<file path="src/rtl/dcsw_defines.vh">
// Constants for the drive command and status word block.
// Assumes inclusion by bare name from design files.
`ifndef DCSW_DEFINES_VH
`define DCSW_DEFINES_VH
`define DCSW_W            16
// Command word bit positions
`define DCSW_C_SWON       0
`define DCSW_C_VOLT       1
`define DCSW_C_QSTOP      2
`define DCSW_C_RUN        3
`define DCSW_C_RFAULT     7
`define DCSW_C_EXTF       8
`define DCSW_C_USENET     10
`define DCSW_C_NETREF     11
`define DCSW_C_JOG        12
`define DCSW_C_REV        13
`define DCSW_C_AUTOINIT   14
`define DCSW_C_EDGERUN    15
// Status word bit positions
`define DCSW_S_RDY        0
`define DCSW_S_ON         1
`define DCSW_S_OPEN       2
`define DCSW_S_FLT        3
`define DCSW_S_VOLT       4
`define DCSW_S_QSINACT    5
`define DCSW_S_SOD        6
`define DCSW_S_NET        9
`define DCSW_S_JOG        12
`define DCSW_S_REV        13
`define DCSW_S_NETREF     14
`define DCSW_S_STOPPING   15
// Channel select codes
`define DCSW_CH_NET       2'h0
`define DCSW_CH_APP       2'h1
`define DCSW_CH_LOCAL     2'h2
// Sequencer state codes
`define DCSW_ST_NOTRDY    3'h0
`define DCSW_ST_SOD       3'h1
`define DCSW_ST_READY     3'h2
`define DCSW_ST_ON        3'h3
`define DCSW_ST_OPEN      3'h4
`define DCSW_ST_QSTOP     3'h5
`define DCSW_ST_FREACT    3'h6
`define DCSW_ST_FAULT     3'h7
`define DCSW_ZERO16       16'h0000
`endif

</file>
<file path="src/rtl/dcsw_core.v">
// Contract
// Active command word is read-only, taken from network, application or keypad.
// Network source: quickstop, voltage, switch-on bits ANDed with application word.
// Network source: external fault bit ORed with application word's.
// Application source: application word used unchanged.
// Keypad source: quickstop, voltage, fault, switch-on bits from application word.
// Bit 0 one requests switch-on; zero means shutdown.
// Bit 1 zero is coast stop, removing output voltage.
// Bit 2 zero is emergency quick stop.
// Bit 3 requests run; bit 12 jog, bit 13 reverse while running.
// Controller writes bits 4, 5, 6 as one; reserved ramp controls.
// Trips reset only on rising edge of bit 7.
// Bit 8 one is an active external trip.
// Bit 10 one selects network command word source; keypad mode ignores it and keeps the keypad source.
// Bit 11 one selects network speed reference.
// Bit 14 permits switch-on-disabled to ready regardless of switch-on.
// Bit 15 requires run rising edge to enable operation.
// Status always provided; bit 0 initialised, bit 1 switched on or enabled.
// Bits 2 running, 3 fault, 4 supply, 5 low during quickstop.
// Status bit 6 set exactly in switch-on-disabled state.
// Status bit 9 set when network command is active source.
// Bits 12 jog, 13 reverse, 14 network reference flags.
// Status bit 15 set while stopping.
// State reported as 3-bit code 0 to 7.
// Faulted leaves to switch-on-disabled only on reset with no faults.
// Unused status bits 7, 8, 10, 11 read zero; command bit 9 ignored.
//
// Command word selection, status word composition and the tracking of the
// sequencer state code. Inputs come from logic on clk; the ramp datapath
// reports stop completion through stopDone.
`timescale 1ns/1ps
`include "dcsw_defines.vh"

module dcsw_core (
	clk,
	sys_rst,
	netCmdWord,
	appCmdWord,
	keypadCmdWord,
	channelSel,
	initDone,
	configMode,
	lineSupplyOk,
	faultActive,
	stopDone,
	activeCmdWord,
	statusWord,
	seqState,
	runFlag,
	jogFlag,
	reverseFlag,
	netRefFlag,
	faultResetPulse
);
	input  wire        clk;
	input  wire        sys_rst;
	input  wire [15:0] netCmdWord;
	input  wire [15:0] appCmdWord;
	input  wire [15:0] keypadCmdWord;
	input  wire [1:0]  channelSel;
	input  wire        initDone;
	input  wire        configMode;
	input  wire        lineSupplyOk;
	input  wire        faultActive;
	input  wire        stopDone;
	output wire [15:0] activeCmdWord;
	output wire [15:0] statusWord;
	output wire [2:0]  seqState;
	output wire        runFlag;
	output wire        jogFlag;
	output wire        reverseFlag;
	output wire        netRefFlag;
	output wire        faultResetPulse;

	// One-hot states, encoded to the reported code at the output
	localparam S_NOTRDY = 8'h01;
	localparam S_SOD    = 8'h02;
	localparam S_READY  = 8'h04;
	localparam S_ON     = 8'h08;
	localparam S_OPEN   = 8'h10;
	localparam S_QSTOP  = 8'h20;
	localparam S_FREACT = 8'h40;
	localparam S_FAULT  = 8'h80;

	reg [15:0] cmd_ff;
	reg [15:0] nxt_cmd;
	reg [15:0] status_ff;
	reg [15:0] nxt_status;
	reg [7:0]  state_ff;
	reg [7:0]  nxt_state;
	reg [2:0]  code_ff;
	reg [2:0]  nxt_code;
	reg        prevReset_ff;
	reg        prevRun_ff;
	reg        resetPulse_ff;
	reg        stopping_ff;
	reg        nxt_stopping;
	reg        runFlag_ff;
	reg        jogFlag_ff;
	reg        reverseFlag_ff;
	reg        netRefFlag_ff;

	wire [15:0] keepMask;
	wire        swOn;
	wire        voltOn;
	wire        qsOff;
	wire        runReq;
	wire        extFault;
	wire        anyFault;
	wire        runOk;
	wire        resetEdge;
	wire [15:0] netMerged;
	wire        useNet;
	wire [1:0]  effSel;

	// Bits the application word always owns in keypad mode
	assign keepMask = (16'h0001 << `DCSW_C_SWON) | (16'h0001 << `DCSW_C_VOLT)
		| (16'h0001 << `DCSW_C_QSTOP) | (16'h0001 << `DCSW_C_EXTF);

	// Merged per bit so the network can never override a wired stop
	genvar gi;
	generate
		for (gi = 0; gi < `DCSW_W; gi = gi + 1) begin : g_merge
			if (gi == `DCSW_C_SWON || gi == `DCSW_C_VOLT || gi == `DCSW_C_QSTOP) begin : g_and
				assign netMerged[gi] = netCmdWord[gi] & appCmdWord[gi];
			end else if (gi == `DCSW_C_EXTF) begin : g_or
				assign netMerged[gi] = netCmdWord[gi] | appCmdWord[gi];
			end else begin : g_pass
				assign netMerged[gi] = netCmdWord[gi];
			end
		end
	endgenerate

	// Application word may hand sequencing to the network; keypad keeps it
	assign useNet = channelSel == `DCSW_CH_NET
		|| (channelSel != `DCSW_CH_LOCAL && appCmdWord[`DCSW_C_USENET]);
	assign effSel = useNet ? `DCSW_CH_NET : channelSel;

	always @* begin
		nxt_cmd = appCmdWord;
		case (effSel)
			`DCSW_CH_NET: begin
				nxt_cmd = netMerged;
			end
			`DCSW_CH_APP: begin
				nxt_cmd = appCmdWord;
			end
			`DCSW_CH_LOCAL: begin
				nxt_cmd = (keypadCmdWord & ~keepMask) | (appCmdWord & keepMask);
			end
			default: begin
				nxt_cmd = appCmdWord;
			end
		endcase
	end

	// Decoded request levels; bits 4 to 6 and 9 are never looked at
	assign swOn      = cmd_ff[`DCSW_C_SWON];
	assign voltOn    = cmd_ff[`DCSW_C_VOLT];
	assign qsOff     = cmd_ff[`DCSW_C_QSTOP];
	assign runReq    = cmd_ff[`DCSW_C_RUN];
	assign extFault  = cmd_ff[`DCSW_C_EXTF];
	assign anyFault  = faultActive | extFault;
	assign resetEdge = cmd_ff[`DCSW_C_RFAULT] & ~prevReset_ff;
	// Edge mode stops a held run level from restarting the motor
	assign runOk     = cmd_ff[`DCSW_C_EDGERUN] ? (runReq & ~prevRun_ff) : runReq;

	always @* begin
		nxt_state = state_ff;
		if (anyFault && state_ff != S_FREACT && state_ff != S_FAULT && state_ff != S_NOTRDY) begin
			nxt_state = S_FREACT;
		end else begin
			case (state_ff)
				S_NOTRDY: begin
					if (initDone && !configMode) begin
						nxt_state = S_SOD;
					end
				end
				S_SOD: begin
					// Auto initialise skips the shutdown request
					if (voltOn && qsOff && (!swOn || cmd_ff[`DCSW_C_AUTOINIT])) begin
						nxt_state = S_READY;
					end
				end
				S_READY: begin
					if (!voltOn || !qsOff) begin
						nxt_state = S_SOD;
					end else if (swOn) begin
						nxt_state = S_ON;
					end
				end
				S_ON: begin
					if (!voltOn || !qsOff) begin
						nxt_state = S_SOD;
					end else if (!swOn) begin
						nxt_state = S_READY;
					end else if (runOk) begin
						nxt_state = S_OPEN;
					end
				end
				S_OPEN: begin
					if (!voltOn) begin
						nxt_state = S_SOD;
					end else if (!qsOff) begin
						nxt_state = S_QSTOP;
					end else if (!swOn && stopDone) begin
						nxt_state = S_READY;
					end else if (!runReq && stopDone) begin
						nxt_state = S_ON;
					end
				end
				S_QSTOP: begin
					if (stopDone || !voltOn) begin
						nxt_state = S_SOD;
					end
				end
				S_FREACT: begin
					if (stopDone || !voltOn) begin
						nxt_state = S_FAULT;
					end
				end
				S_FAULT: begin
					// A held reset level cannot clear a fresh trip
					if (resetEdge && !anyFault) begin
						nxt_state = S_SOD;
					end
				end
				default: begin
					nxt_state = S_NOTRDY;
				end
			endcase
		end
	end

	always @* begin
		case (nxt_state)
			S_NOTRDY: nxt_code = `DCSW_ST_NOTRDY;
			S_SOD:    nxt_code = `DCSW_ST_SOD;
			S_READY:  nxt_code = `DCSW_ST_READY;
			S_ON:     nxt_code = `DCSW_ST_ON;
			S_OPEN:   nxt_code = `DCSW_ST_OPEN;
			S_QSTOP:  nxt_code = `DCSW_ST_QSTOP;
			S_FREACT: nxt_code = `DCSW_ST_FREACT;
			S_FAULT:  nxt_code = `DCSW_ST_FAULT;
			default:  nxt_code = `DCSW_ST_NOTRDY;
		endcase
	end

	always @* begin
		nxt_stopping = (state_ff == S_OPEN && (!runReq || !swOn)) || state_ff == S_QSTOP;
		nxt_status = `DCSW_ZERO16;
		nxt_status[`DCSW_S_RDY]      = state_ff != S_NOTRDY && !configMode;
		nxt_status[`DCSW_S_ON]       = state_ff == S_ON || state_ff == S_OPEN;
		nxt_status[`DCSW_S_OPEN]     = state_ff == S_OPEN;
		nxt_status[`DCSW_S_FLT]      = state_ff == S_FREACT || state_ff == S_FAULT;
		nxt_status[`DCSW_S_VOLT]     = lineSupplyOk;
		nxt_status[`DCSW_S_QSINACT]  = state_ff != S_QSTOP;
		nxt_status[`DCSW_S_SOD]      = state_ff == S_SOD;
		nxt_status[`DCSW_S_NET]      = useNet;
		nxt_status[`DCSW_S_JOG]      = cmd_ff[`DCSW_C_JOG];
		nxt_status[`DCSW_S_REV]      = cmd_ff[`DCSW_C_REV];
		nxt_status[`DCSW_S_NETREF]   = cmd_ff[`DCSW_C_NETREF];
		nxt_status[`DCSW_S_STOPPING] = nxt_stopping;
	end

	always @(posedge clk) begin
		if (sys_rst) begin
			cmd_ff        <= `DCSW_ZERO16;
			status_ff     <= `DCSW_ZERO16;
			state_ff      <= S_NOTRDY;
			code_ff       <= `DCSW_ST_NOTRDY;
			prevReset_ff  <= 1'b0;
			prevRun_ff    <= 1'b0;
			resetPulse_ff <= 1'b0;
			stopping_ff   <= 1'b0;
			runFlag_ff     <= 1'b0;
			jogFlag_ff     <= 1'b0;
			reverseFlag_ff <= 1'b0;
			netRefFlag_ff  <= 1'b0;
		end else begin
			cmd_ff        <= nxt_cmd;
			status_ff     <= nxt_status;
			state_ff      <= nxt_state;
			code_ff       <= nxt_code;
			prevReset_ff  <= cmd_ff[`DCSW_C_RFAULT];
			prevRun_ff    <= runReq;
			resetPulse_ff <= resetEdge;
			stopping_ff   <= nxt_stopping;
			// Flags registered from next values so the run flag moves with the state and the others with the command word
			runFlag_ff     <= nxt_state == S_OPEN && !nxt_stopping;
			jogFlag_ff     <= nxt_cmd[`DCSW_C_RUN] & nxt_cmd[`DCSW_C_JOG];
			reverseFlag_ff <= nxt_cmd[`DCSW_C_RUN] & nxt_cmd[`DCSW_C_REV];
			netRefFlag_ff  <= nxt_cmd[`DCSW_C_NETREF];
		end
	end

	// Read-only view; nothing here writes the command word back
	assign activeCmdWord   = cmd_ff;
	assign statusWord      = status_ff;
	assign seqState        = code_ff;
	assign runFlag         = runFlag_ff;
	assign jogFlag         = jogFlag_ff;
	assign reverseFlag     = reverseFlag_ff;
	assign netRefFlag      = netRefFlag_ff;
	assign faultResetPulse = resetPulse_ff;
endmodule // dcsw_core

</file>
<file path="config.mk">
export PLATFORM = sky130hd
export DESIGN_NAME = dcsw_core
export DESIGN_NICKNAME = d
export VERILOG_FILES = /design/src/rtl/dcsw_core.v
export VERILOG_INCLUDE_DIRS = /design/src /design/src/rtl
export SDC_FILE = /design/constraint.sdc
export NUM_CORES = 1
export LEC_CHECK = 0
export ABC_AREA = 1
export BUFFER_PORTS_ARGS = -buffer_cell sky130_fd_sc_hd__clkbuf_2
export CAP_MARGIN = 20
export CORE_MARGIN = 2
export CORE_UTILIZATION = 42
export CTS_CLUSTER_DIAMETER = 30
export DETAILED_ROUTE_END_ITERATION = 8
export MAX_ROUTING_LAYER = met4
export PLACE_DENSITY = 0.76
export SLEW_MARGIN = 10
export SYNTH_ARGS = -nofsm -noshare
export SYNTH_HDL_FRONTEND = slang
export SYNTH_SLANG_ARGS = --single-unit
</file>
<file path="constraint.sdc">
create_clock -name clk -period 1.2 [get_ports clk]
set_clock_uncertainty 0.05 [all_clocks]
set_input_delay 0.24 -clock clk [delete_from_list [all_inputs] [get_ports clk]]
set_output_delay 0.24 -clock clk [all_outputs]
set_load 0.005 [all_outputs]
</file>
[Word level (Yosys, flattened, before mapping)]
Cells that the tools add are included.
Widths: inputs -> output; s select.
Storage, ports and cells
  bits in registers: 50
  bits of input ports: 57
  output and inout port bits: 40
  logic and storage cells: 95
Operators by class
  equal/unequal tests: 21
  muxes and demuxes: 20
  bitwise gates (word level): 12
  reductions and logical operators: 30
Operators by type and width (count)
  $mux 8: 15
  $pmux 8 s8: 1
  $pmux 16 s2: 1
  $pmux 3 s7: 1
  $eq 8x2->1 const B: 2
  $eq 8x3->1 const B: 2
  $eq 8x4->1 const B: 2
  $eq 8x5->1 const B: 2
  $eq 8x6->1 const B: 2
  $eq 8x7->1 const B: 2
  $eq 8x8->1 const B: 2
  $or 16x9->16: 1
  $logic_and 1x1->1: 13
  $eq 8x1->1 const B: 1
  $logic_or 1x1->1: 8
  $ne 8x1->1 const B: 1
  $ne 8x6->1 const B: 1
  $ne 8x7->1 const B: 1
  $ne 8x8->1 const B: 1
  $and 1x1->1: 7
  $logic_not 1->1: 7
  $logic_not 2->1: 2
  $eq 2x2->1 const B: 1
  $mux 2: 1
  4 further kinds: 6

[Depth between registers and ports, before layout]
Gate-level depths: netlist of run 1.
  depth after elaboration: 10
  mapped depth: 13
  depth with buffers taken out: 12

[Worst setup path after synthesis of run 1]
Ideal clock, no wire load.
  path type: reg-to-reg
  start point: register state_ff[1]
  end point: register code_ff[1] (netlist: seqState[1])
  library setup time: 0.109 ns
  arrival time: 1.175 ns
  required time: 1.041 ns
  setup slack: -0.134 ns
  stages on the path, launching flop included: 11
  path buffers: 0
  clock period less this slack: 1.334 ns
  cell sequence: dfxtp_1 -> nor2_2 -> nand2_4 -> inv_2 -> nand2_4 -> nand3_4 -> nand2_2 -> nor2_1 -> nand3_1 -> nand2_1 -> inv_1
On the way
  longest elaborated chain between the ends: 8
  elaborated cells between the ends (all ways): 38
  those cells by class: eq/ne: 18; mux: 17; reduce/logical: 3
Ends and longest elaborated chain
  start: declaration: line dcsw_core.v:89  | reg [7:0] state_ff;
  start signal: assignment: line dcsw_core.v:283  | state_ff <= nxt_state;
  $mux 8: line dcsw_core.v:208  | end else if (!runReq && stopDone) begin
  $mux 8: line dcsw_core.v:206  | end else if (!swOn && stopDone) begin
  $mux 8: line dcsw_core.v:204  | end else if (!qsOff) begin
  $mux 8: line dcsw_core.v:202  | if (!voltOn) begin
  $pmux 8 s8: line dcsw_core.v:173  | case (state_ff)
  $mux 8 *: line dcsw_core.v:170  | if (anyFault && state_ff != S_FREACT && state_ff != S_FAULT && state_ff != S_NOTRDY) begin
  $eq 8x8->1, or another cell as far along: line dcsw_core.v:236  | case (nxt_state)
  $pmux 3 s7 *: line dcsw_core.v:236
  end signal: assignment: line dcsw_core.v:271  | code_ff <= `DCSW_ST_NOTRDY;
  end signal: assignment: line dcsw_core.v:284  | code_ff <= nxt_code;
  end: declaration: line dcsw_core.v:91  | reg [2:0] code_ff;
Mark *: on every way between the ends. The rest lies on a longest branch, timed or not.
A chain may end at the register's enable or synchronous reset.

[Final worst setup path of run 1]
  start point: register state_ff[4]
  end point: register code_ff[0] (netlist: seqState[0])
The elaborated chain is that of the path after synthesis.

==> results of run 1 <==
-- state kept, by name, summed over array words and instances (netlist names) --
| signal | count |
|---|---|
| activeCmdWord | 16 |
| statusWord | 12 |
| state_ff | 8 |
| seqState | 3 |
| faultResetPulse | 1 |
| jogFlag | 1 |
| prevReset_ff | 1 |
| prevRun_ff | 1 |
| reverseFlag | 1 |
| runFlag | 1 |
-- routing by layer --
layer | share of wire (%) | track usage [%] | vias up
li1 | - | - | 1168
met1 | 38 | 26.80 | 1074
met2 | 52 | 45.14 | 101
met3 | 7.0 | 5.827 | 16
met4 | 2.6 | 9.722 | 0
met5 | 0 | - | -
-- power groups by stage --
stage / Sequential (mW) / Clock (mW) / Combinational [mW]
final: 1.73 / 1.16 / 1.73
after global placement: 1.75 / 0 / 1.23
after detailed placement: 1.76 / 0 / 1.24
after global routing: 1.75 / 1.24 / 1.87
after CTS: 1.73 / 1.18 / 1.47
after floorplan: 1.76 / 0 / 0.784
-- placed cells by master (no fill, tap or decap), drive strengths merged --
master	synthesis	final
a21oi	10	10
a221oi	2	2
a22oi	2	2
a31oi	1	1
buf	10	47
bufinv	0	1
clkbuf	3	90
clkinv	0	1
conb	1	4
dfxtp	45	45
inv	40	41
nand2	69	69
nand3	18	18
nand4	3	3
nor2	68	68
nor3	3	3
o211ai	1	1
o21ai	8	8
o221ai	7	7
o22ai	1	1
-- what timing repair did --
item / in CTS / in global routing
setup buffers: 6 / 5
setup endpoints to repair: 16 / 20
pin swaps: 14 / 12
gates cloned: 0 / 0
gates resized for setup: 51 / 29
-- kinds of logic after synthesis --
kind of cell | Yosys count | synth area share, %
buffers and inverters | 53 | 11.52
flip-flops | 45 | 43.43
AO/OA/AOI/OAI | 32 | 10.01
AND/OR/NAND/NOR | 161 | 34.86
other | 1 | 0.1808
-- path summary, 6_finish.rpt --
check,startpoint,cells past startpoint,slack (ns),endpoint
max,state_ff[4]$_SDFF_PP0_,12,-0.35,seqState[0]$_SDFF_PP0_
min,configMode,2,0.07,statusWord[0]$_SDFF_PP0_
max reg2reg,state_ff[4]$_SDFF_PP0_,12,-0.35,seqState[0]$_SDFF_PP0_
min reg2reg,activeCmdWord[13]$_SDFF_PP0_,2,0.38,statusWord[13]$_SDFF_PP0_
-- final cells by class --
type | instances | area (um2)
Fill cell | 383 | 1471
Inverter | 40 | 160.2
Clock buffer | 5 | 68.82
Tap cell | 67 | 83.83
Clock inverter | 3 | 43.79
Multi-Input combinational cell | 197 | 1154
Sequential cell | 45 | 922.1
Timing Repair Buffer | 132 | 850.8
-- worst max-delay path: cells and delay by family (launching register included) --
kind	cells	cell delay, ns
buf+inv	2	0.10
simple gates	10	0.98
flops	1	0.37
==> reports/qor.yml, run 1 <==
outcome:
  status: "finished, violations left"
  violations: "setup timing"
critical_path:
  cp-start-kind: "flop"
  crit_top_cell: "nand2_2"
  slowest_stage: "dfxtp_2"
  critical_path_class: "flop to flop"
  required_ns: 1.41
  cp_max_fo: 7
  crit_chain: "inv_2 -> nor2_2 -> nand2_2 -> nor2_4 -> nand2_2 -> nand2_2 -> nor2_1 -> nand2_1 -> nand2_2 -> nand3_2 -> nand2_2 -> inv_2"
  slowest_delay_ns: 0.37
  end_kind: "flop"
  worstPathArrival_ns: 1.76
pwr:
  clkPwrFrac_pct: 25.1
  combinationalPowerShare_pct: 37.4
  p_seq_share_pct: 37.4
  p_int_mw: 3.029
  swShare_pct: 34.49
  p_leak_nw: 1.681
  power_mw: 4.623
  p_sw_mw: 1.594
  ir_drop_mv: 0.6583
  powerDensity_nw_per_um2: 1408
route:
  viasPerCell: 4.824
  totalWireLength_um: 6439
  routedWlPerCell_um: 13.17
  dr.first_iter.drc_count: 114
  dr.pass1.iters: 4
  drtAntennaViolNets: 0
  drc_errors: 0
  vias: 2359
synthesis:
  yosys.area.top_type: "dfxtp_1"
  synthTopCellsByArea: "dfxtp_1, nand2_1, nor2_1"
  ys_async_sr_fraction_pct: 0
  synth-edff-count: 0
  synth_top_area_share_pct: 43.43
  synthFlopType: "dfxtp_1"
  yosys-top-cells-count: "nand2_1, nor2_1, dfxtp_1"
  ys_types: 29
  syn-instance-count: 292
  postSynthAreaPerCell_um2: 7.104
  yosys.cell_count.top_type: "nand2_1"
  syn_area_um2: 2074
  ys_ff_latch: 45
  yosysSeqAreaShare_pct: 43.43
  ys_warn_count: 0
sta:
  hold_ws_ns: 0.06541
  fin_crit_sh_pct: 129.1
  worst_slack_ns: -0.3498
  hold_viol_final: 0
  max_freq_mhz: 645.3
  rsz0062_at_grt: "yes"
  setup_viol: 16
  tns_ns: -3.263
  fin_crit_ns: 1.550
  finalMaxSlewViolations: 0
placement:
  io_buffers: 88
  dp.cells: 472
  placed_cell_area_um2: 2826
  dpl_worst_slack_ns: -0.2805
  place_hpwl_um: 4642
  gp_congestion: 0.9668
floorplan:
  dieArea_um2: 5518
  core.rowCount: 25
  io_pins: 97
  fp.dieW_um: 74.28
  start_util_pct: 43.63
  fp.dieH_um: 74.28
  core_um2: 4755
grt:
  grt_pass1_vias: 2339
  antenna_found_initial: 0
  grt_max_degree: 32
  gr-total-overflow: 0
  grt_pass1_wl_um: 10270
  grt_util_all_layers_pct: 25.17
finish:
  layout-drive-gt1-share_pct: 52.84
  post-route-util_pct: 69.05
  nets: 478
  area_growth_syn_to_layout_pct: 58.26
  antennaDiodeCount: 0
  instances_no_fill: 489
  final_area_um2: 3283
clock_tree:
  cts_max_path_buffers: 2
  cts-buffers-inserted: 5
  cts.sinks: 45
  clk_pin_slew_ns: 0.09
  clk_latency_ns: 0.30
  clock-root-buffer: "clkbuf_8"
  cts_max_level: 2
  cts_tree: "built"
  cts_hold_buf: 0
min_path:
  hp-class: "input pin to flop"
flow_run:
  maxCapViolations: 0
(Power assumes the default switching activity.)
==> inputs of run 2 (changes only) <==
--- a/config.mk
+++ b/config.mk
@@ -6,15 +6,14 @@
 export SDC_FILE = /design/constraint.sdc
 export NUM_CORES = 1
 export LEC_CHECK = 0
-export ABC_AREA = 1
 export BUFFER_PORTS_ARGS = -buffer_cell sky130_fd_sc_hd__clkbuf_2
 export CAP_MARGIN = 20
 export CORE_MARGIN = 2
-export CORE_UTILIZATION = 42
+export CORE_UTILIZATION = 41
 export CTS_CLUSTER_DIAMETER = 30
 export DETAILED_ROUTE_END_ITERATION = 8
 export MAX_ROUTING_LAYER = met4
-export PLACE_DENSITY = 0.76
+export PLACE_DENSITY = 0.75
 export SLEW_MARGIN = 10
 export SYNTH_ARGS = -nofsm -noshare
 export SYNTH_HDL_FRONTEND = slang
==> reports/qor.yml, run 2 <==
min_path:
  hp-start: "appCmdWord[8]"
  holdPathStages: 3  # +1
  worst_hold_path.endpoint: "activeCmdWord[8]$_SDFF_PP0_"
  hp-class: "input pin to flop"
synthesis:
  muxShareOfSynthArea_pct: 1.985  # +2.0 points
  synthTopCellsByArea: "dfxtp_1, nor2_1, nor2b_1"
  postSynthAreaPerCell_um2: 8.694  # +22%
  yosysSeqAreaShare_pct: 44.67  # +1.2 points
  ys_async_sr_fraction_pct: 0  # unchanged
  synth_top_family_by_area: "simple AND/OR/NAND/NOR gates"
  syn_area_um2: 2017  # -2.8%
  synth_compound_area_share_pct: 18.67  # +8.7 points
  synthAdderAreaFrac_pct: 0  # unchanged
  yosys.area_share.simple_pct: 26.86  # -8.0 points
  ys_ff_latch: 45  # unchanged
  synthFlopType: "dfxtp_1"
  syn-instance-count: 232  # -21%
  synth_xor_area_share_pct: 1.303  # +1.3 points
  yosys.area.top_type: "dfxtp_1"
  synth-edff-count: 0  # unchanged
  yosys-top-cells-count: "dfxtp_1, nor2_1, clkbuf_1"
  ys_types: 47  # +62%
  yosys.cell_count.top_type: "dfxtp_1"
  synth_top_area_share_pct: 44.67  # +1.2 points
  ys_warn_count: 0  # unchanged
finish:
  largest_register_ffs: 16  # unchanged
  antennaDiodeCount: 0  # unchanged
  multiInputGateArea_um2: 1132  # -1.8%
  layout_common_cells: "clkbuf_2, buf_4, dfxtp_1"
  nets: 431  # -9.8%
  area_growth_syn_to_layout_pct: 61.48
  nFillCells: 346  # -9.7%
  seq_area_um2: 923.4  # +0.14%
  final_common_cell: "clkbuf_2"
  layout-drive-gt1-share_pct: 51.20  # -1.6 points
pwr:
  ir_drop_mv: 0.7005  # +6.4%
  p_leak_nw: 1.554  # -7.6%
  powerDensity_nw_per_um2: 1154  # -18%
route:
  viasPerCell: 5.163  # +7.0%
  vias: 2282  # -3.3%
  dr.first_iter.drc_count: 164  # +44%
  dr.pass1.iters: 4  # unchanged
  totalWireLength_um: 6592  # +2.4%
  routedWlPerCell_um: 14.91  # +13%
  drc_errors: 0  # unchanged
  drtAntennaViolNets: 0  # unchanged
critical_path:
  crit_top_cell: "or4_4"
  cp-start-kind: "flop"
  slowest_delay_ns: 0.56  # +0.19 ns
  critPathTopFamily: "simple AND/OR/NAND/NOR gates"
  r2r_slack_ns: -0.93  # -0.58 ns
  cp_max_fo: 8  # +1
  reg2reg_depth: 6  # -6
  crit_chain: "or4_4 -> or4_4 -> o311ai_4 -> o21ai_4 -> a31oi_1 -> or2_1"
  r2r_end: "seqState[0]$_SDFF_PP0_"
  crit_buf_inv: 0  # -2
  timing.rr.start: "state_ff[6]$_SDFF_PP0_"
  required_ns: 1.41  # about the same
  end_kind: "flop"
  critical_path_class: "flop to flop"
  slowest_stage: "or4_4"
  worstPathArrival_ns: 2.34  # +0.58 ns
sta:
  fin_crit_sh_pct: 177.4  # +48 points
  hold_ws_ns: 0.09092  # +0.02551 ns
  finalMaxSlewViolations: 0  # unchanged
  rsz0062_at_grt: "yes"
  worst_slack_ns: -0.9289  # -0.5791 ns
  setup_viol: 18  # +2
  tns_ns: -11.96  # -8.695 ns
  fin_crit_ns: 2.129  # +0.5791 ns
  hold_viol_final: 0  # unchanged
  max_freq_mhz: 469.7  # -27%
placement:
  io_buffers: 88  # unchanged
  gp_congestion: 0.8936  # -7.6%
  place_hpwl_um: 4756  # +2.5%
  dpl_worst_slack_ns: -0.9379  # -0.6574 ns
clock_tree:
  cts.sinks: 45  # unchanged
  cts_tree: "built"
  cts_hold_buf: 0  # unchanged
  cts_max_path_buffers: 2  # unchanged
  clk_pin_slew_ns: 0.09  # about the same
  clock-root-buffer: "clkbuf_8"
  cts_max_level: 2  # unchanged
  clk_latency_ns: 0.31  # about the same
  cts-buffers-inserted: 5  # unchanged
floorplan:
  fp.dieH_um: 74.14  # -0.19%
  core_um2: 4723  # -0.66%
  fp.dieW_um: 74.14  # -0.19%
  dieArea_um2: 5497  # -0.38%
  start_util_pct: 42.70  # -0.93 points
  core.rowCount: 25  # unchanged
  io_pins: 97  # unchanged
grt:
  antenna_found_initial: 0  # unchanged
  grt_max_degree: 21  # -34%
  gr-total-overflow: 0  # unchanged
  grt_pass1_vias: 2063  # -12%
  grt_pass1_wl_um: 10020  # -2.4%
  grt_util_all_layers_pct: 25.23  # +0.059 points
outcome:
  status: "finished, violations left"
  violations: "setup timing"
flow_run:
  maxCapViolations: 0  # unchanged
-- run 2: changes by cell type in the layout (fill, tap and decap cells not counted), moves of 10 or more --
cell     change
nor2_4      -10
buf_4       +24
inv_1       -23
nand2_1     -40
nand2_2     -15
nor2b_1     +10
inv_2       -10
nor2_1      -15
-- run 2: power breakdown --
part	switching, mW	total [mW]	internal, mW
Clock	0.535	1.21	0.677
Combinational	0.424	0.908	0.484
Sequential	0.0545	1.64	1.58
-- run 2: cells by family after synthesis --
logic type	count (synthesis)
multiplexers	4
XOR/XNOR	3
AND/OR/NAND/NOR	103
buffers and inverters	25
other	1
flip-flops	45
AO/OA/AOI/OAI	51
-- run 2: worst min-delay path: cells and delay by family --
family / cells / cell delay, ns
buffers and inverters: 1 / 0.08
and+or+nand+nor: 1 / 0.07
AOI/OAI and AO/OA: 1 / 0.03
-- run 2: metal layers --
metal	vias up	track usage (%)	part of all wire [%]
met4	0	11.31	2.8
met1	1026	29.30	39
met3	25	5.420	8.8
met5	-	-	0
li1	1099	-	-
met2	132	41.77	49
-- run 2: timing repair --
| action | in CTS | in global routing |
|---|---|---|
| gates resized for setup | 37 | 12 |
| setup endpoints to repair | 21 | 23 |
| pin swaps | 11 | 5 |
| setup buffers | 5 | 3 |
-- run 2: how the worst max path moves through the flow --
stage | endpoint | from | cells after the start | slack, ns
after floorplan | seqState[0]$_SDFF_PP0_ | state_ff[6]$_SDFF_PP0_ | 6 | -0.90
after CTS | seqState[0]$_SDFF_PP0_ | state_ff[6]$_SDFF_PP0_ | 6 | -0.88
after global placement | seqState[0]$_SDFF_PP0_ | state_ff[6]$_SDFF_PP0_ | 6 | -0.88
final | seqState[0]$_SDFF_PP0_ | state_ff[6]$_SDFF_PP0_ | 6 | -0.93
after detailed placement | seqState[1]$_SDFF_PP0_ | state_ff[6]$_SDFF_PP0_ | 6 | -0.94
after global routing | seqState[0]$_SDFF_PP0_ | state_ff[6]$_SDFF_PP0_ | 6 | -0.99
-- run 2: final cells by class --
type / count / share of cell area, %
Multi-Input combinational cell: 165 / 34.77
Sequential cell: 45 / 28.35
Clock inverter: 2 / 1.153
Tap cell: 67 / 2.574
Timing Repair Buffer: 153 / 30.16
Clock buffer: 6 / 2.536
Inverter: 4 / 0.4610
-- run 2: per-stage QoR --
stage / cell area [um2] / util [%] / cells / total power, mW
4_1_cts: 3191 / 67.55 / 439 / 3.704
3_5_place_dp: 2898 / 61.35 / 427 / 2.421
3_3_place_gp: 2898 / 61.35 / 427 / 2.410
2_1_floorplan: 2068 / - / 235 / 2.028
5_1_grt: 3257 / 68.95 / 442 / 3.890
6_report: 3257 / 68.95 / 442 / 3.758
